===== config.mk =====
export PLATFORM = sky130hd
export DESIGN_NAME = amci_cmd
export DESIGN_NICKNAME = d
export VERILOG_FILES = /design/src/amci_pkg.sv /design/src/amci_cmd.sv
export VERILOG_INCLUDE_DIRS = /design/src
export SDC_FILE = /design/constraint.sdc
export NUM_CORES = 1
export LEC_CHECK = 0
export BUFFER_PORTS_ARGS = -buffer_cell sky130_fd_sc_hd__buf_4
export CAP_MARGIN = 25
export CORE_MARGIN = 2
export CORE_UTILIZATION = 30
export CTS_CLUSTER_DIAMETER = 100
export DETAILED_ROUTE_END_ITERATION = 8
export PLACE_DENSITY = 0.55
export SLEW_MARGIN = 20
export SYNTH_ARGS = -nofsm -noshare
export SYNTH_HDL_FRONTEND = slang
export SYNTH_SLANG_ARGS = --single-unit

===== constraint.sdc =====
create_clock -name clock -period 4.95 [get_ports clock]
set_input_delay 0.495 -clock clock [delete_from_list [all_inputs] [get_ports clock]]
set_output_delay 0.495 -clock clock [all_outputs]
set_load 0.03 [all_outputs]

===== src/amci_defs.svh =====
// Constants for the media command and identify block
`ifndef AMCI_DEFS_SVH
`define AMCI_DEFS_SVH
`define AMCI_OFS_FEATURE   3'h1
`define AMCI_OFS_SECCNT    3'h2
`define AMCI_OFS_SECNUM    3'h3
`define AMCI_OFS_CYLLO     3'h4
`define AMCI_OFS_CYLHI     3'h5
`define AMCI_OFS_DRVHEAD   3'h6
`define AMCI_OFS_COMMAND   3'h7
`define AMCI_OFS_DATA      3'h0
`define AMCI_CMD_ERASE     8'hC0
`define AMCI_CMD_FLUSH     8'hE7
`define AMCI_CMD_FORMAT    8'h50
`define AMCI_CMD_IDENTIFY  8'hEC
`define AMCI_LBA_BIT       6
`define AMCI_ST_BUSY       7
`define AMCI_ST_READY      6
`define AMCI_ST_FAULT      5
`define AMCI_ST_SEEK       4
`define AMCI_ST_DRQ        3
`define AMCI_ST_ERR        0
`define AMCI_ERR_ABORT     8'h04
`define AMCI_ECC_COUNT     16'h0004
`define AMCI_MULT_VALID    8'h01
`define AMCI_FMT_PATTERN   16'hFFFF
`define AMCI_SECTOR_WORDS  9'h100
`endif


===== src/amci_pkg.sv =====
// Types for the media command and identify block
package amci_pkg;
  typedef enum logic [2:0] {
    AMCI_IDLE, AMCI_EXEC, AMCI_FLUSH, AMCI_SEND, AMCI_RECV, AMCI_FILL, AMCI_DONE
  } amci_state_t;
  typedef struct packed {
    logic [15:0] cyls;
    logic [15:0] heads;
    logic [15:0] spt;
  } amci_geom_t;
  typedef struct packed {
    logic [31:0] capacity;
    logic [31:0] lba_total;
    logic [15:0] max_multiple;
    logic [7:0]  cur_multiple;
    logic [15:0] dma_modes;
    logic [15:0] dma_min;
    logic [15:0] dma_rec;
    logic        pcmcia_mode;
  } amci_card_t;
endpackage

===== src/amci_cmd.sv =====
// Command interpreter for pre-erase, cache flush, format and identify
// Summary of operation
// - Pre-erase target taken from task file registers
// - Pre-erase moves no data; may end in fault
// - Flush completes after cache drain, ready and seek
// - Unsupported flush ends with command aborted
// - Format writes fixed pattern to addressed track
// - Format accepts one sector, contents discarded
// - LBA format count from sector count, zero=256
// - Identify returns block like sector read
// - Word 0 holds fixed configuration signature
// - PCMCIA modes report signature only in word 0
// - Words 1,3,6 default geometry
// - Words 7-8 sectors per card, high first
// - Words 10-19 serial number, right justified
// - Word 22 ECC byte count of four
// - Words 23-26 firmware revision, upper first
// - Words 27-46 model string, upper first
// - Word 47 maximum sectors per multiple block
// - Words 54-56 current geometry
// - Words 57-58 capacity, low half first
// - Words 60-61 total LBA sectors
// - Words 63,65,66 zero in PCMCIA mode
// - Word 59 bit 8 valid, low sector count
`include "amci_defs.svh"
`timescale 1ns/1ps
`default_nettype none
module amci_cmd
  import amci_pkg::*;
#(
  parameter logic [15:0] SIGNATURE  = 16'h5A5A,  // Arbitrary value
  parameter logic [15:0] CONFIG_IDE = 16'h0040,
  parameter logic [159:0] SERIAL    = {20{8'h20}},
  parameter logic [63:0]  FIRMWARE  = {8{8'h20}},
  parameter logic [319:0] MODEL     = {40{8'h20}},
  parameter bit FLUSH_SUPPORTED     = 1'b1
) (
  input  wire logic        clock,
  input  wire logic        reset,
  input  wire logic        wr_strobe,
  input  wire logic        rd_strobe,
  input  wire logic [2:0]  addr,
  input  wire logic [15:0] wr_data,
  output logic      [15:0] rd_data,
  output logic      [7:0]  status,
  output logic      [7:0]  error,
  output logic             host_irq,
  input  wire amci_geom_t  def_geom,
  input  wire amci_geom_t  cur_geom,
  input  wire amci_card_t  card,
  output logic             flush_req,
  input  wire logic        flush_done,
  output logic             media_wr,
  output logic      [27:0] media_addr,
  output logic      [15:0] media_data,
  output logic             erase_req,
  input  wire logic        op_done,
  input  wire logic        op_fault
);
  amci_state_t state;
  logic [7:0]  feature_param;
  logic [7:0]  sector_count;
  logic [7:0]  sector_number_lba_low;
  logic [7:0]  cylinder_low_lba_mid;
  logic [7:0]  cylinder_high_lba_high;
  logic [7:0]  drive_head_select;
  logic [7:0]  command_code;
  logic [8:0]  word_idx;
  logic [8:0]  fmt_left;
  logic        busy;
  logic        drq;
  logic        fault;
  logic        err;
  logic        seek_complete_flag;
  logic [15:0] id_word;
  logic        cmd_wr;
  logic        data_rd;
  logic        data_wr;

  assign cmd_wr  = wr_strobe && addr == `AMCI_OFS_COMMAND && !busy;
  assign data_rd = rd_strobe && addr == `AMCI_OFS_DATA && state == AMCI_SEND;
  assign data_wr = wr_strobe && addr == `AMCI_OFS_DATA && state == AMCI_RECV;

  // Task file writes, locked while busy
  always_ff @(posedge clock or posedge reset) begin
    if (reset) begin
      feature_param          <= 8'h00;
      sector_count           <= 8'h01;
      sector_number_lba_low  <= 8'h01;
      cylinder_low_lba_mid   <= 8'h00;
      cylinder_high_lba_high <= 8'h00;
      drive_head_select      <= 8'hA0;
      command_code           <= 8'h00;
    end else if (wr_strobe && !busy) begin
      case (addr)
        `AMCI_OFS_FEATURE: feature_param          <= wr_data[7:0];
        `AMCI_OFS_SECCNT:  sector_count           <= wr_data[7:0];
        `AMCI_OFS_SECNUM:  sector_number_lba_low  <= wr_data[7:0];
        `AMCI_OFS_CYLLO:   cylinder_low_lba_mid   <= wr_data[7:0];
        `AMCI_OFS_CYLHI:   cylinder_high_lba_high <= wr_data[7:0];
        `AMCI_OFS_DRVHEAD: drive_head_select      <= wr_data[7:0];
        `AMCI_OFS_COMMAND: command_code           <= wr_data[7:0];
        default: ;
      endcase
    end
  end

  // Identify block contents by word index
  function automatic logic [15:0] ident(input logic [7:0] w);
    logic [15:0] v;
    v = 16'h0000;
    case (w)
      8'd0:  v = card.pcmcia_mode ? SIGNATURE : CONFIG_IDE;
      8'd1:  v = def_geom.cyls;
      8'd3:  v = def_geom.heads;
      8'd6:  v = def_geom.spt;
      8'd7:  v = card.capacity[31:16];
      8'd8:  v = card.capacity[15:0];
      8'd22: v = `AMCI_ECC_COUNT;
      8'd47: v = card.max_multiple;
      8'd54: v = cur_geom.cyls;
      8'd55: v = cur_geom.heads;
      8'd56: v = cur_geom.spt;
      8'd57: v = card.capacity[15:0];
      8'd58: v = card.capacity[31:16];
      8'd59: v = {`AMCI_MULT_VALID, card.cur_multiple};
      8'd60: v = card.lba_total[15:0];
      8'd61: v = card.lba_total[31:16];
      8'd63: v = card.pcmcia_mode ? 16'h0000 : card.dma_modes;
      8'd65: v = card.pcmcia_mode ? 16'h0000 : card.dma_min;
      8'd66: v = card.pcmcia_mode ? 16'h0000 : card.dma_rec;
      default: begin
        if (w >= 8'd10 && w <= 8'd19) begin
          v = SERIAL[16*(19-w) +: 16];
        end else if (w >= 8'd23 && w <= 8'd26) begin
          v = FIRMWARE[16*(26-w) +: 16];
        end else if (w >= 8'd27 && w <= 8'd46) begin
          v = MODEL[16*(46-w) +: 16];
        end
      end
    endcase
    return v;
  endfunction

  assign id_word = ident(word_idx[7:0]);

  // Command sequencing
  always_ff @(posedge clock or posedge reset) begin
    if (reset) begin
      state     <= AMCI_IDLE;
      word_idx  <= 9'h000;
      fmt_left  <= 9'h000;
      flush_req <= 1'b0;
      erase_req <= 1'b0;
    end else begin
      flush_req <= 1'b0;
      erase_req <= 1'b0;
      case (state)
        AMCI_IDLE: if (cmd_wr) state <= AMCI_EXEC;
        AMCI_EXEC: begin
          word_idx <= 9'h000;
          case (command_code)
            `AMCI_CMD_ERASE: begin
              erase_req <= 1'b1;
              state     <= AMCI_FLUSH;
            end
            `AMCI_CMD_FLUSH: begin
              if (FLUSH_SUPPORTED) begin
                flush_req <= 1'b1;
                state     <= AMCI_FLUSH;
              end else begin
                state <= AMCI_DONE;
              end
            end
            `AMCI_CMD_FORMAT: begin
              if (drive_head_select[`AMCI_LBA_BIT]) begin
                fmt_left <= (sector_count == 8'h00) ? 9'h100 : {1'b0, sector_count};
              end else begin
                fmt_left <= (sector_number_lba_low == 8'h00) ? 9'h100 :
                            {1'b0, sector_number_lba_low};
              end
              state <= AMCI_RECV;
            end
            `AMCI_CMD_IDENTIFY: state <= AMCI_SEND;
            default: state <= AMCI_DONE;
          endcase
        end
        AMCI_FLUSH: if (op_done || flush_done) state <= AMCI_DONE;
        AMCI_SEND: if (data_rd) begin
          word_idx <= word_idx + 9'h001;
          if (word_idx == `AMCI_SECTOR_WORDS - 9'h001) state <= AMCI_DONE;
        end
        AMCI_RECV: if (data_wr) begin
          word_idx <= word_idx + 9'h001;
          if (word_idx == `AMCI_SECTOR_WORDS - 9'h001) begin
            word_idx <= 9'h000;
            state    <= AMCI_FILL;
          end
        end
        AMCI_FILL: begin
          if (word_idx == `AMCI_SECTOR_WORDS - 9'h001) begin
            word_idx <= 9'h000;
            fmt_left <= fmt_left - 9'h001;
            if (fmt_left == 9'h001) state <= AMCI_DONE;
          end else begin
            word_idx <= word_idx + 9'h001;
          end
        end
        AMCI_DONE: state <= AMCI_IDLE;
        default: state <= AMCI_IDLE;
      endcase
    end
  end

  // Format pattern write path
  always_ff @(posedge clock or posedge reset) begin
    if (reset) begin
      media_wr   <= 1'b0;
      media_addr <= 28'h0000000;
      media_data <= 16'h0000;
    end else begin
      media_wr <= state == AMCI_FILL;
      media_data <= `AMCI_FMT_PATTERN;
      if (state == AMCI_EXEC) begin
        media_addr <= {drive_head_select[3:0], cylinder_high_lba_high,
                       cylinder_low_lba_mid, sector_number_lba_low};
      end
    end
  end

  // Status, error and interrupt
  always_ff @(posedge clock or posedge reset) begin
    if (reset) begin
      fault              <= 1'b0;
      err                <= 1'b0;
      error              <= 8'h00;
      seek_complete_flag <= 1'b1;
      host_irq           <= 1'b0;
    end else begin
      if (state == AMCI_EXEC) begin
        fault <= 1'b0;
        err   <= 1'b0;
        error <= 8'h00;
        seek_complete_flag <= 1'b0;
        if (command_code == `AMCI_CMD_FLUSH ? !FLUSH_SUPPORTED :
            !(command_code == `AMCI_CMD_ERASE || command_code == `AMCI_CMD_FORMAT ||
              command_code == `AMCI_CMD_IDENTIFY)) begin
          err   <= 1'b1;
          error <= `AMCI_ERR_ABORT;
        end
      end
      if (state == AMCI_FLUSH && op_fault && command_code == `AMCI_CMD_ERASE) begin
        fault <= 1'b1;
        err   <= 1'b1;
      end
      if (state == AMCI_DONE) seek_complete_flag <= 1'b1;
      if (state == AMCI_DONE || (state == AMCI_SEND && word_idx == 9'h000)) begin
        host_irq <= 1'b1;
      end else if (cmd_wr || (rd_strobe && addr == `AMCI_OFS_COMMAND)) begin
        host_irq <= 1'b0;
      end
    end
  end

  assign busy = state != AMCI_IDLE && state != AMCI_SEND && state != AMCI_RECV;
  assign drq  = state == AMCI_SEND || state == AMCI_RECV;
  assign status = {busy, !busy, fault, seek_complete_flag, drq, 2'b00, err};

  // Read data register
  always_ff @(posedge clock or posedge reset) begin
    if (reset) begin
      rd_data <= 16'h0000;
    end else if (rd_strobe) begin
      case (addr)
        `AMCI_OFS_DATA:    rd_data <= (state == AMCI_SEND) ? id_word : 16'h0000;
        `AMCI_OFS_FEATURE: rd_data <= {8'h00, error};
        `AMCI_OFS_SECCNT:  rd_data <= {8'h00, sector_count};
        `AMCI_OFS_SECNUM:  rd_data <= {8'h00, sector_number_lba_low};
        `AMCI_OFS_CYLLO:   rd_data <= {8'h00, cylinder_low_lba_mid};
        `AMCI_OFS_CYLHI:   rd_data <= {8'h00, cylinder_high_lba_high};
        `AMCI_OFS_DRVHEAD: rd_data <= {8'h00, drive_head_select};
        `AMCI_OFS_COMMAND: rd_data <= {8'h00, status};
        default: rd_data <= 16'h0000;
      endcase
    end
  end

  chk_flush_ready: assert property (@(posedge clock) disable iff (reset)
    (state == AMCI_DONE && command_code == `AMCI_CMD_FLUSH && FLUSH_SUPPORTED)
    |=> (status[`AMCI_ST_READY] && status[`AMCI_ST_SEEK]))
    else $error("flush done without ready and seek");
  chk_abort_err: assert property (@(posedge clock) disable iff (reset)
    (state == AMCI_EXEC && command_code == `AMCI_CMD_FLUSH && !FLUSH_SUPPORTED)
    |=> ##1 (err && error == `AMCI_ERR_ABORT))
    else $error("unsupported flush not aborted");
  chk_busy_exec: assert property (@(posedge clock) disable iff (reset)
    $rose(cmd_wr) |=> status[`AMCI_ST_BUSY])
    else $error("busy missing after command");
  chk_irq_done: assert property (@(posedge clock) disable iff (reset)
    state == AMCI_DONE |=> host_irq && !busy)
    else $error("no interrupt at completion");
  chk_ecc_word: assert property (@(posedge clock) disable iff (reset)
    (data_rd && word_idx == 9'd22) |=> rd_data == 16'h0004)
    else $error("ecc word wrong");
  chk_mult_valid: assert property (@(posedge clock) disable iff (reset)
    (data_rd && word_idx == 9'd59) |=> rd_data[15:8] == 8'h01)
    else $error("multiple setting not valid");
  chk_pcmcia_dma: assert property (@(posedge clock) disable iff (reset)
    (data_rd && card.pcmcia_mode && word_idx == 9'd63) |=> rd_data == 16'h0000)
    else $error("dma word nonzero in pcmcia mode");
  chk_cap_order: assert property (@(posedge clock) disable iff (reset)
    (data_rd && word_idx == 9'd57) |=> rd_data == $past(card.capacity[15:0]))
    else $error("capacity low half misplaced");
  chk_format_count: assert property (@(posedge clock) disable iff (reset)
    (state == AMCI_EXEC && command_code == `AMCI_CMD_FORMAT &&
     drive_head_select[6] && sector_count == 8'h00) |=> fmt_left == 9'h100)
    else $error("zero count not 256");
  chk_sig_word: assert property (@(posedge clock) disable iff (reset)
    (data_rd && card.pcmcia_mode && word_idx == 9'd0) |=> rd_data == SIGNATURE)
    else $error("signature missing");

  // Command flow and identify content checks
  chk_erase_nodata: assert property (@(posedge clock) disable iff (reset)
    (state == AMCI_EXEC && command_code == `AMCI_CMD_ERASE) |=> (state == AMCI_FLUSH && !drq))
    else $error("pre-erase entered a data phase");
  chk_fault_err: assert property (@(posedge clock) disable iff (reset)
    (state == AMCI_FLUSH && op_fault && command_code == `AMCI_CMD_ERASE)
    |=> (status[`AMCI_ST_FAULT] && status[`AMCI_ST_ERR]))
    else $error("write fault not reported");
  chk_flush_wait: assert property (@(posedge clock) disable iff (reset)
    state == AMCI_FLUSH |-> !seek_complete_flag)
    else $error("seek complete before cache drained");
  chk_fill_pattern: assert property (@(posedge clock) disable iff (reset)
    state == AMCI_FILL |=> (media_wr && media_data == `AMCI_FMT_PATTERN))
    else $error("format pattern not written");
  chk_format_recv: assert property (@(posedge clock) disable iff (reset)
    (state == AMCI_EXEC && command_code == `AMCI_CMD_FORMAT) |=> (state == AMCI_RECV && drq))
    else $error("format did not request a sector");
  chk_recv_count: assert property (@(posedge clock) disable iff (reset)
    (data_wr && word_idx == 9'h0FF) |=> state == AMCI_FILL)
    else $error("format sector not closed after last word");
  chk_format_lba: assert property (@(posedge clock) disable iff (reset)
    (state == AMCI_EXEC && command_code == `AMCI_CMD_FORMAT &&
     drive_head_select[`AMCI_LBA_BIT] && sector_count != 8'h00)
    |=> fmt_left == {1'b0, sector_count})
    else $error("format count not taken from sector count");
  chk_ident_drq: assert property (@(posedge clock) disable iff (reset)
    (state == AMCI_EXEC && command_code == `AMCI_CMD_IDENTIFY)
    |=> (state == AMCI_SEND && drq && !busy))
    else $error("identify data not offered");
  chk_send_count: assert property (@(posedge clock) disable iff (reset)
    (data_rd && word_idx == 9'h0FF) |=> state == AMCI_DONE)
    else $error("identify not closed after last word");
  chk_word0_ide: assert property (@(posedge clock) disable iff (reset)
    (data_rd && !card.pcmcia_mode && word_idx == 9'd0) |=> rd_data == CONFIG_IDE)
    else $error("configuration word wrong");
  chk_card_order: assert property (@(posedge clock) disable iff (reset)
    (data_rd && word_idx == 9'd7) |=> rd_data == $past(card.capacity[31:16]))
    else $error("sectors per card high half misplaced");
  chk_pcmcia_rec: assert property (@(posedge clock) disable iff (reset)
    (data_rd && card.pcmcia_mode && word_idx == 9'd66) |=> rd_data == 16'h0000)
    else $error("dma cycle word nonzero in pcmcia mode");
  chk_reserved_zero: assert property (@(posedge clock) disable iff (reset)
    (data_rd && word_idx >= 9'd69) |=> rd_data == 16'h0000)
    else $error("reserved identify word nonzero");
  chk_irq_clear: assert property (@(posedge clock) disable iff (reset)
    (state == AMCI_IDLE && rd_strobe && addr == `AMCI_OFS_COMMAND) |=> !host_irq)
    else $error("status read did not clear interrupt");
endmodule // amci_cmd
`default_nettype wire


After elaboration in Yosys (flattened, before gate mapping)
Index checks and enable logic that the tools add are counted.

Bits in registers: 129. Bits of input ports: 259. Output and inout bits: 80. Logic and storage cells: 174.

$add $sub $neg: 5. $lt $le $gt $ge: 6. Equal/unequal tests: 48. Shifts and indexed selects: 3. Muxes and demuxes: 44. Reduce and logical (&&, ||, !) cells: 48.

Operators by type and width (number): variable part select 320 x 33 -> 16 bit, first input constant (1); case mux 16 bit (17 select lines) (1); variable part select 160 x 33 -> 16 bit, first input constant (1); case mux 16 bit (8 select lines) (1); 2-to-1 mux 16 bit (7); equality test 8 x 6 -> 1 bit, second input constant (10); 2-to-1 mux 9 bit (8); variable part select 64 x 33 -> 16 bit, first input constant (1); case mux 9 bit (4 select lines) (1); 2-to-1 mux 3 bit (9); equality test 8 x 7 -> 1 bit, second input constant (3); equality test 8 bit, second input constant (3); logical NOT 8 bit (3); equality test 3 bit, second input constant (7); case mux 3 bit (6 select lines) (1); case mux 9 bit (2 select lines) (1); subtractor 5 x 8 -> 9 bit, first input constant (2); equality test 8 x 3 -> 1 bit, second input constant (2); >= comparator 8 x 5 -> 1 bit, second input constant (2); less-or-equal comparator 8 x 5 -> 1 bit, second input constant (2); logical AND 1 bit (16); 2-to-1 mux 15 bit (1); inequality test 2 bit, second input constant (7); 2-to-1 mux 1 bit (13); other kinds (28) (51).

Longest topological paths before layout
Gate-level depths: netlist (run 1).

Depth after elaboration: 8. Depth in mapped cells: 13. Mapped depth without buffers: 11.

Least setup slack after synthesis (run 1)
No wires, ideal clock.

Kind: reg-to-reg. From: register word_idx[2]. To: register rd_data[2]. Library setup time: 87 ps. Data arrival time: 2371 ps. Required time: 4863 ps. Setup slack: 2492 ps. Stages on the path, launching flop included: 10. Path buffers: 2. Period minus slack after synthesis: 2458 ps. Path through: dfrtp_1 -> clkbuf_1 -> inv_1 -> ha_1 -> or3b_4 -> nor3_4 -> nor4_1 -> a211o_1 -> buf_2 -> o221ai_2.

Longest elaborated chain between the ends: 8. Elaborated cells between the ends (all ways): 42. Classes of those cells: 3 x add/sub; 6 x order compare; 18 x eq/ne; 3 x shift; 6 x mux; 6 x reduce/logical.

RTL lines: from (decl) (line amci_cmd.sv:68) `logic [8:0] word_idx;`; from (signal assigned) (line amci_cmd.sv:190) `word_idx <= word_idx + 9'h001;`; from (signal assigned) (line amci_cmd.sv:194) `word_idx <= word_idx + 9'h001;`; from (signal assigned) (line amci_cmd.sv:206) `word_idx <= word_idx + 9'h001;`; subtractor 6 x 8 -> 9 bit, or another cell as far along (line amci_cmd.sv:138) `v = MODEL[16*(46-w) +: 16];`; variable part select 320 x 33 -> 16 bit / logical AND 1 bit (equally long branches) (line amci_cmd.sv:138, amci_cmd.sv:137); 2-to-1 mux 16 bit (line amci_cmd.sv:137) `end else if (w >= 8'd27 && w <= 8'd46) begin`; 2-to-1 mux 16 bit (line amci_cmd.sv:135) `end else if (w >= 8'd23 && w <= 8'd26) begin`; 2-to-1 mux 16 bit (line amci_cmd.sv:133) `if (w >= 8'd10 && w <= 8'd19) begin`; case mux 16 bit (17 select lines) * (line amci_cmd.sv:112) `case (w)`; 2-to-1 mux 16 bit * (line amci_cmd.sv:275) `` `AMCI_OFS_DATA: rd_data <= (state == AMCI_SEND) ? id_word : 16'h0000; ``; case mux 16 bit (8 select lines) * (line amci_cmd.sv:274) `case (addr)`; to (signal assigned) (line amci_cmd.sv:275); to (signal assigned) (line amci_cmd.sv:276) `` `AMCI_OFS_FEATURE: rd_data <= {8'h00, error}; ``; to (signal assigned) (line amci_cmd.sv:277) `` `AMCI_OFS_SECCNT: rd_data <= {8'h00, sector_count}; ``; to (decl) (line amci_cmd.sv:44) `output logic [15:0] rd_data,`.

Mark *: on every way between the ends. The rest lies on a longest branch, timed or not. A chain may end at the register's enable or synchronous reset.

Worst setup path in the final report (run 1)
From: register word_idx[2]. To: register rd_data[5].

The elaborated chain is that of the path after synthesis.

==> reports/qor.yml, run 1 <==
status: "completed"
rows: 59
maxClockFrequency_ghz: 0.297
cts_resized: 0
critPathMaxFanout: 17
ys_ff_latch: 122
grt_usage_pct: 24.8
power_uw: 4980
worst-slew-pin-transition_ns: 1.06
period_share_pct: 68.1
cts-root-buf: "clkbuf_16"
period_needed_ns: 3.37
skew_ns: 0.00864
yosys_warnings: 0
worst_ir_drop_vdd_mv: 0.373
dr_total_vias: 8252
routed.top_layer: "met4"
final_nets: 1433
post_drt_wl_per_cell_microns: 23.5
maxCapViolCount: 0
holdCritPathClass: "in2async"
start_util_pct: 30.6
fp.coreArea_sq_um: 26100
clk_path_buf_depth: 2
yosysSeqAreaShare_pct: 38.3
critPathRequiredTime_ns: 5.28
hold_buffers: 0
syn2layout_area_growth_pct: 38.2
synthFlopType: "dfrtp_1"
max-slew-margin-rel_pct: 28.7
r2r_slack_ns: 1.58
leakage_uw: 0.00509
finalSetupTns_ns: 0
syn_area_sq_um: 7980
ys_types: 73
cts.sinks: 122
wl_microns: 35600
mostFrequentLayoutCell: "buf_4"
die_w_microns: 167
port_buffers: 321
dp_hpwl_microns: 28200
grt_pass1_wl_microns: 52600
die_h_microns: 167
cts_tree: "done"
crit_path_end_kind: "flip-flop"
mostFrequentLayoutCells: "335 x buf_4, 154 x nand2_1, 117 x dfrtp_1"
post_route_cells_drive_above_1_share_pct: 37.1
place.gp.congestion: 0.914
wl_met3_microns: 2080
cts_buffers: 17
rsz0062_at_grt: "no"
grt_max_degree: 46
dieArea_sq_um: 27900
finish.utilization_pct: 42.3
pin_count: 339
arrival_ns: 3.70
ant_nets: 0
clk_latency_ns: 0.42
maxSlewViolCount: 0
synth-edff-count: 0
drt-vias-per-instance: 5.46
synthCells: 890
grt_pass1_vias: 8323
dr_wl_met2_microns: 18100
syn_avg_cell_area_sq_um: 8.97
first_iter_violations: 784
drtPass1Iterations: 9
post_cts_buffers: 0
hold_viol: 0
post-route-drc-count: 0
postSynth.asyncResetShare_pct: 100
cts-htree-levels: 4
worstSetupPathType: "reg2reg"
met1_length_microns: 14300
cp-start-kind: "flip-flop"
antenna_found_initial: 5
setup_violations: 0
clk_pin_slew_ns: 0.06
grt_overflow: 0
p_per_area_nw_per_um2: 451
sequential cells by signal (all words and copies together), names as in the netlist, 3 cells and up:
signal / flops
media_addr: 28
fmt_left: 9
sector_count: 8
command_code: 8
rd_data: 16
cylinder_low_lba_mid: 8
state: 3
word_idx: 9
sector_number_lba_low: 8
cylinder_high_lba_high: 8
drive_head_select: 8
report_power, final:
part           total [uW]  internal [uW]  switching (uW)
Combinational        2030            866            1160
Sequential           1770           1370             404
Clock                1180            737             440
kinds of logic (layout without fill, tap and decap cells):
logic type | count (synthesis) | after routing | share of synthesized area, %
and+or+nand+nor | 315 | 315 | 19.2
AOI/OAI and AO/OA | 257 | 257 | 23.5
DFF | 122 | 122 | 38.3
buffers and inverters | 108 | 382 | 6.95
muxes | 70 | 70 | 9.58
adders and majority gates | 14 | 14 | 2.20
other | 2 | 15 | 0.0941
xor gates and xnor gates | 2 | 2 | 0.220
synthesized netlist by cell type (18+ instances only):
library cell | count | share of area (%)
a21oi_1 | 31 | 1.9
a222oi_1 | 37 | 4.6
a22oi_1 | 50 | 4.7
buf_2 | 22 | 1.4
buf_4 | 30 | 2.8
clkbuf_1 | 34 | 1.6
dfrtp_1 | 117 | 37
mux2_2 | 51 | 7.2
mux2i_1 | 19 | 2.4
nand2_1 | 154 | 7.2
nand3_1 | 27 | 1.7
nor2_1 | 42 | 2.0
nor3_1 | 18 | 1.1
o21ai_0 | 52 | 3.3
worst max-delay path: stages, from the launching register on:
cell,delay [ns]
dfrtp_1,0.52
inv_1,0.24
ha_1,0.31
or3b_4,0.43
nor3_4,0.56
nor4_1,0.19
a21oi_1,0.52
o21ai_0,0.28
a31oi_1,0.24
area by class of cell:
class | instances | area [sq um]
clock buffer | 24 | 492
multi-input combinational | 668 | 4400
sequential | 122 | 3060
fill | 2634 | 15000
clock inverter | 7 | 66.3
tap | 335 | 419
timing repair buffer | 335 | 2510
antenna | 5 | 12.5
inverter | 16 | 62.6
routing by layer:
layer	vias to the layer above	global-route usage (%)
met4	0	9.93
met5	-	0
met3	39	4.18
met2	339	43.8
met1	4001	30.1
li1	3873	-
metrics by stage:
| stage | instances | cell area, sq um | setup slack (ns) | hold slack [ns] |
|---|---|---|---|---|
| 2_1_floorplan | 898 | 8010 | 1.22 | 0.450 |
| 3_3_place_gp | 1475 | 10500 | 1.67 | 0.465 |
| 3_5_place_dp | 1475 | 10500 | 1.63 | 0.464 |
| 4_1_cts | 1506 | 11000 | 1.60 | 0.140 |
| 5_1_grt | 1512 | 11000 | 1.34 | 0.176 |
| 6_report | 1512 | 11000 | 1.58 | 0.132 |
worst paths after layout:
| check | cells past startpoint | end | from |
|---|---|---|---|
| worst min-delay path | 2 | fault | reset |
| worst min register to register | 2 | media_addr[4] | media_addr[4] |
| max in group asynchronous | 3 | cylinder_high_lba_high[1] | reset |
| worst max-delay path | 8 | rd_data[5] | word_idx[2] |
| worst max register to register | 8 | rd_data[5] | word_idx[2] |
| min in group clock | 2 | sector_number_lba_low[1] | wr_data[1] |
Power figures use the tool's default switching activity.
==> inputs of run 2 (changes only) <==
==> constraint.sdc (replaced) <==
create_clock -name clock -period 3.41 [get_ports clock]
set_input_delay 0.341 -clock clock [delete_from_list [all_inputs] [get_ports clock]]
set_output_delay 0.341 -clock clock [all_outputs]
set_load 0.03 [all_outputs]
==> run 2 against run 1 <==
Effect of this change: clock skew rose by 0.0057 ns; core utilization is 0.67 points higher; combinational power up 49%; worst hold slack better by 0.067 ns; sequential power grew 44%; die area unchanged; setup slack worse by 1.3 ns; first-iteration DRC count decreased by 10%; routed wire length is 1.5% higher; maximum frequency rose by 8.4%; sequential cell count unchanged; critical endpoint unchanged.
==> reports/qor.yml, run 2 (synthesis gave the netlist of run 1 again) <==
setup_violations: 0  # unchanged
worst-slew-pin-transition_ns: 0.776  # -0.287 ns
grt_pass1_vias: 8305  # -0.22%
grt_pass1_wl_microns: 52900  # +0.50%
stdcell_count: 1520  # +0.53%
cts_buffers: 17  # unchanged
cts-root-buf: "clkbuf_16"
wl_microns: 36100  # +1.5%
multi_input_area_sq_um: 4400  # unchanged
holdPathStages: 2
wl_met3_microns: 2210  # +6.7%
fp.coreArea_sq_um: 26100  # unchanged
rr_worst_depth: 8  # unchanged
drt-vias-per-instance: 5.51  # +0.98%
cp_num_buf_inv: 1  # unchanged
die_h_microns: 167  # unchanged
rows: 59  # unchanged
dr_wl_met2_microns: 17900  # -1.2%
maxClockFrequency_ghz: 0.322  # +8.4%
top_regs: "media_addr x28, rd_data x16"
skew_ns: 0.0143  # +0.00566 ns
dp_hpwl_microns: 28600  # +1.5%
critPathMaxFanout: 13  # -4
first_iter_violations: 705  # -10%
final_nets: 1444  # +0.77%
rsz0062_at_grt: "no"
post-place-ws_ns: 0.383  # -1.25 ns
syn2layout_area_growth_pct: 40.4
post-route-drc-count: 0  # unchanged
post_route_cells_drive_above_1_share_pct: 37.9  # +0.81 points
worst_ir_drop_vdd_mv: 0.467  # +25%
crit_path_end_kind: "flip-flop"
max-slew-margin-rel_pct: 48.3  # +20 points
grt_overflow: 0  # unchanged
period_share_pct: 91.2  # +23 points
period_needed_ns: 3.11  # -0.262 ns
hp-start: "wr_data[1]"
arrival_ns: 3.44  # -0.26 ns
dieArea_sq_um: 27900  # unchanged
r2r_slack_ns: 0.30  # -1.28 ns
mostFrequentLayoutCell: "buf_4"
post_drt_wl_per_cell_microns: 23.7  # +0.94%
dp_cells: 1485  # +0.68%
top_register: "media_addr"
status: "completed"
slowest_stage: "a21oi_1"
critPathRequiredTime_ns: 3.74  # -1.54 ns
cp_cell_sequence: "inv_1, ha_1, and3_1, and2_1, nor4_1, a21oi_1, o21ai_0, a31oi_1"
finalSetupTns_ns: 0  # unchanged
ant_nets: 0  # unchanged
grt_usage_pct: 25.1  # +0.27 points
fin_ws_ns: 0.301  # -1.28 ns
start_util_pct: 30.6  # unchanged
leakage_uw: 0.00518  # +1.7%
cts-htree-levels: 4  # unchanged
holdCritPathClass: "in2reg"
grt_max_degree: 47  # +2.2%
cp_top_family: "compound AO/OA/AOI/OAI gates"
worstSetupPathType: "reg2reg"
maxSlewViolCount: 0  # unchanged
maxCapViolCount: 0  # unchanged
clk_path_buf_depth: 2  # unchanged
hold_viol: 0  # unchanged
clk_latency_ns: 0.43  # about the same
reg2reg_from: "word_idx[2]"
cp-start-kind: "flip-flop"
dr_total_vias: 8377  # +1.5%
port_buffers: 321  # unchanged
clk_pin_slew_ns: 0.06  # about the same
cts.sinks: 122  # unchanged
regArea_sq_um: 3060  # unchanged
drtPass1Iterations: 5  # -4
met1_length_microns: 14200  # -0.63%
slowest_delay_ns: 0.53  # -0.03 ns
antenna_found_initial: 1  # -4
largest_register_ffs: 28  # unchanged
place.gp.congestion: 0.920  # +0.63%
pin_count: 339  # unchanged
worstReg2RegEnd: "rd_data[5]"
p_per_area_nw_per_um2: 664  # +47%
die_w_microns: 167  # unchanged
final.fill_count: 2627  # -0.27%
cts_tree: "done"
hold_path_end: "cylinder_low_lba_mid[1]"
routed.top_layer: "met4"
mostFrequentLayoutCells: "342 x buf_4, 154 x nand2_1, 117 x dfrtp_1"
cp-startpoint: "word_idx[2]"
-- run 2: cell count changes in the layout (fill, tap and decap cells not counted), moves of 3 or more --
| cell | delta |
|---|---|
| diode_2 | -4 |
| clkinvlp_4 | +3 |
| buf_4 | +7 |
| clkbuf_1 | -3 |
| buf_12 | +3 |
-- run 2: final cells by class --
type / instances / area share (%)
multi-input combinational: 668 / 39.3
antenna: 1 / 0.0223
tap: 335 / 3.74
sequential: 122 / 27.3
timing repair buffer: 346 / 23.5
inverter: 16 / 0.570
clock inverter: 13 / 1.49
clock buffer: 19 / 4.04
-- run 2: how the worst max path moves through the flow --
| stage | end | cells after the start |
|---|---|---|
| floorplan | rd_data[2] | 9 |
| global placement | rd_data[13] | 8 |
| finish | rd_data[5] | 8 |
| CTS | rd_data[5] | 8 |
| global route | rd_data[13] | 8 |
| detailed placement | rd_data[13] | 8 |
-- run 2: repair_timing --
| item | CTS | global route |
|---|---|---|
| buffers inserted | 0 | 0 |
| hold buffers | 0 | 1 |
| endpoints found under the hold margin | 0 | 5 |
| gates resized for setup | 0 | 0 |
-- run 2: worst register-to-register path: cells and delay by family (launching register included) --
family          cells  cell delay (ns)
fa+ha+maj           1             0.34
buf+inv             1             0.24
simple gates        3             0.89
compound gates      3             1.04
flops               1             0.51
-- run 2: per-stage QoR --
stage / hold WS (ns) / total power [uW] / instance area [sq um] / utilization, %
finish: 0.199 / 7430 / 11200 / 43.0
global route: 0.191 / 7880 / 11200 / 43.0
CTS: 0.132 / 7490 / 11200 / 42.9
detailed placement: 0.463 / 5580 / 10600 / 40.5
global placement: 0.464 / 5550 / 10600 / 40.5
floorplan: 0.450 / 4360 / 8010 / -
-- run 2: report_power, final --
part	total, uW	switching [uW]	internal (uW)
clock network	1870	684	1190
logic	3020	1740	1280
registers	2540	554	1990
-- run 2: metal layers --
layer	vias up	GRT usage, %
met5	-	0
met3	66	4.40
met1	4048	30.1
met2	372	42.8
li1	3891	-
met4	0	13.7
==> inputs of run 3 (changes only) <==
--- a/config.mk
+++ b/config.mk
@@ -9,10 +9,10 @@
 export BUFFER_PORTS_ARGS = -buffer_cell sky130_fd_sc_hd__buf_4
 export CAP_MARGIN = 25
 export CORE_MARGIN = 2
-export CORE_UTILIZATION = 30
+export CORE_UTILIZATION = 46
 export CTS_CLUSTER_DIAMETER = 100
 export DETAILED_ROUTE_END_ITERATION = 8
-export PLACE_DENSITY = 0.55
+export PLACE_DENSITY = 0.77
 export SLEW_MARGIN = 20
 export SYNTH_ARGS = -nofsm -noshare
 export SYNTH_HDL_FRONTEND = slang
==> run 3 against run 2 <==
Effect of this change: highest routed layer is now met5; total power down 0.68%; critical path type unchanged; largest cell class unchanged; clock-buffer cell count is 2 lower; first-iteration DRC count rose by 49%; the flow now finishes with violations (design-rule violations).
==> reports/qor.yml, run 3 (synthesis gave the netlist of run 1 again) <==
status: "finished with violations"
violations: "design-rule violations"
ant_nets: 0  # unchanged
maxCapViolCount: 0  # unchanged
drtPass1Iterations: 9  # +4
hold_viol: 0  # unchanged
final.fill_count: 1492  # -43%
post_drt_wl_per_cell_microns: 24.7  # +4.2%
rr_worst_depth: 7  # -1
finish.utilization_pct: 64.0  # +21 points
finalSetupTns_ns: 0  # unchanged
maxClockFrequency_ghz: 0.321  # -0.32%
cts_tree: "done"
cp-startpoint: "word_idx[0]"
r2r_slack_ns: 0.29  # about the same
fp.coreArea_sq_um: 17100  # -34%
post-route-drc-count: 1  # +1
worst-slew-pin-transition_ns: 0.874  # +0.0975 ns
maxSlewViolCount: 0  # unchanged
post_cts_buffers: 0  # unchanged
arrival_ns: 3.47  # +0.03 ns
p_per_area_nw_per_um2: 674  # +1.5%
setup_violations: 0  # unchanged
grt_pass1_wl_microns: 50100  # -5.2%
regArea_sq_um: 3060  # unchanged
hold_buffers: 0  # unchanged
max-slew-margin-rel_pct: 41.8  # -6.5 points
dpl_cell_area_sq_um: 10400  # -1.8%
wl_microns: 34700  # -3.8%
final_nets: 1437  # -0.48%
antenna_found_initial: 3  # +2
reg2reg_from: "word_idx[0]"
finalInstanceArea_sq_um: 11000  # -2.2%
period_share_pct: 91.5  # +0.29 points
mostFrequentLayoutCells: "338 x buf_4, 154 x nand2_1, 117 x dfrtp_1"
grt_usage_pct: 37.0  # +12 points
slowest_stage: "dfrtp_1"
drt-vias-per-instance: 6.25  # +13%
cts-root-buf: "clkbuf_16"
first_iter_violations: 1048  # +49%
post_route_cells_drive_above_1_share_pct: 37.6  # -0.28 points
clk_path_buf_depth: 2  # unchanged
holdCritPathClass: "in2async"
cts_resized: 0  # unchanged
grt_overflow: 0  # unchanged
multi_input_area_sq_um: 4400  # unchanged
period_needed_ns: 3.12  # +0.00994 ns
pin_count: 339  # unchanged
cp-start-kind: "flip-flop"
mostFrequentLayoutCell: "buf_4"
place.gp.congestion: 1.00  # +8.8%
worst_ir_drop_vdd_mv: 0.586  # +25%
rsz0062_at_grt: "no"
worstSetupPathType: "reg2reg"
syn2layout_area_growth_pct: 37.3
critPathRequiredTime_ns: 3.76  # +0.02 ns
rows: 48  # -19%
dr_total_vias: 8769  # +4.7%
cts-htree-levels: 4  # unchanged
cp_cell_sequence: "ha_1, nor3b_1, and2_1, nor4_1, a21oi_1, o21ai_0, a31oi_1"
cts_buffers: 17  # unchanged
skew_ns: 0.0141  # -0.000218 ns
leakage_uw: 0.00512  # -1.2%
port_buffers: 321  # unchanged
die_w_microns: 136  # -19%
power_uw: 7380  # -0.68%
slowest_delay_ns: 0.59  # +0.06 ns
largest_register_ffs: 28  # unchanged
cts.sinks: 122  # unchanged
crit_path_end_kind: "flip-flop"
die_h_microns: 136  # -19%
dp_hpwl_microns: 26600  # -7.2%
clk_latency_ns: 0.43  # about the same
critPathMaxFanout: 13  # unchanged
dieArea_sq_um: 18400  # -34%
top_regs: "media_addr x28, rd_data x16"
grt_pass1_vias: 8137  # -2.0%
top_register: "media_addr"
start_util_pct: 46.6  # +16 points
grt_max_degree: 123  # +160%
clk_pin_slew_ns: 0.06  # about the same
## run 3: area by class of cell
cell class,instances,area share [%]
Multi-Input combinational cell,668,40.2
Sequential cell,122,27.9
Timing Repair Buffer,339,23.3
Clock buffer,17,3.88
Tap cell,225,2.57
Clock inverter,15,1.51
Inverter,16,0.582
Antenna cell,2,0.0457
## run 3: critical path: cells and delay by family (launching register included)
kind | cells | cell delay, ns
flip-flops | 1 | 0.59
AO/OA/AOI/OAI | 3 | 0.93
adder cells (fa/ha/maj) | 1 | 0.46
AND/OR/NAND/NOR | 3 | 1.05
## run 3: final timing paths
path / to
setup / recovery: rd_data[5]
setup reg to reg: rd_data[5]
hold reg to reg: media_addr[20]
max in group asynchronous: sector_count[6]
hold / removal: fmt_left[1]
min in group clock: cylinder_low_lba_mid[1]
## run 3: per-layer routing
| metal | wire length [microns] | part of all wire, % | global-route usage (%) |
|---|---|---|---|
| met3 | 4360 | 13 | 14.8 |
| met2 | 15400 | 44 | 55.2 |
| met1 | 13200 | 38 | 46.5 |
| met5 | 13 | 0.037 | 0 |
| met4 | 1750 | 5.0 | 18.9 |
## run 3: through the flow
stage | setup WS (ns) | hold WS (ns) | instances
final | 0.291 | 0.0742 | 1404
after global routing | 0.0294 | 0.169 | 1404
after CTS | 0.399 | 0.144 | 1402
after detailed placement | 0.407 | 0.464 | 1370
after global placement | 0.513 | 0.463 | 1370
after floorplan | 0.952 | 0.450 | 898
## run 3: power by group
group / leakage [uW] / switching [uW] / internal [uW]
sequential: 0.00154 / 587 / 1980
combinational: 0.00329 / 1750 / 1260
clock: 0.000277 / 720 / 1090
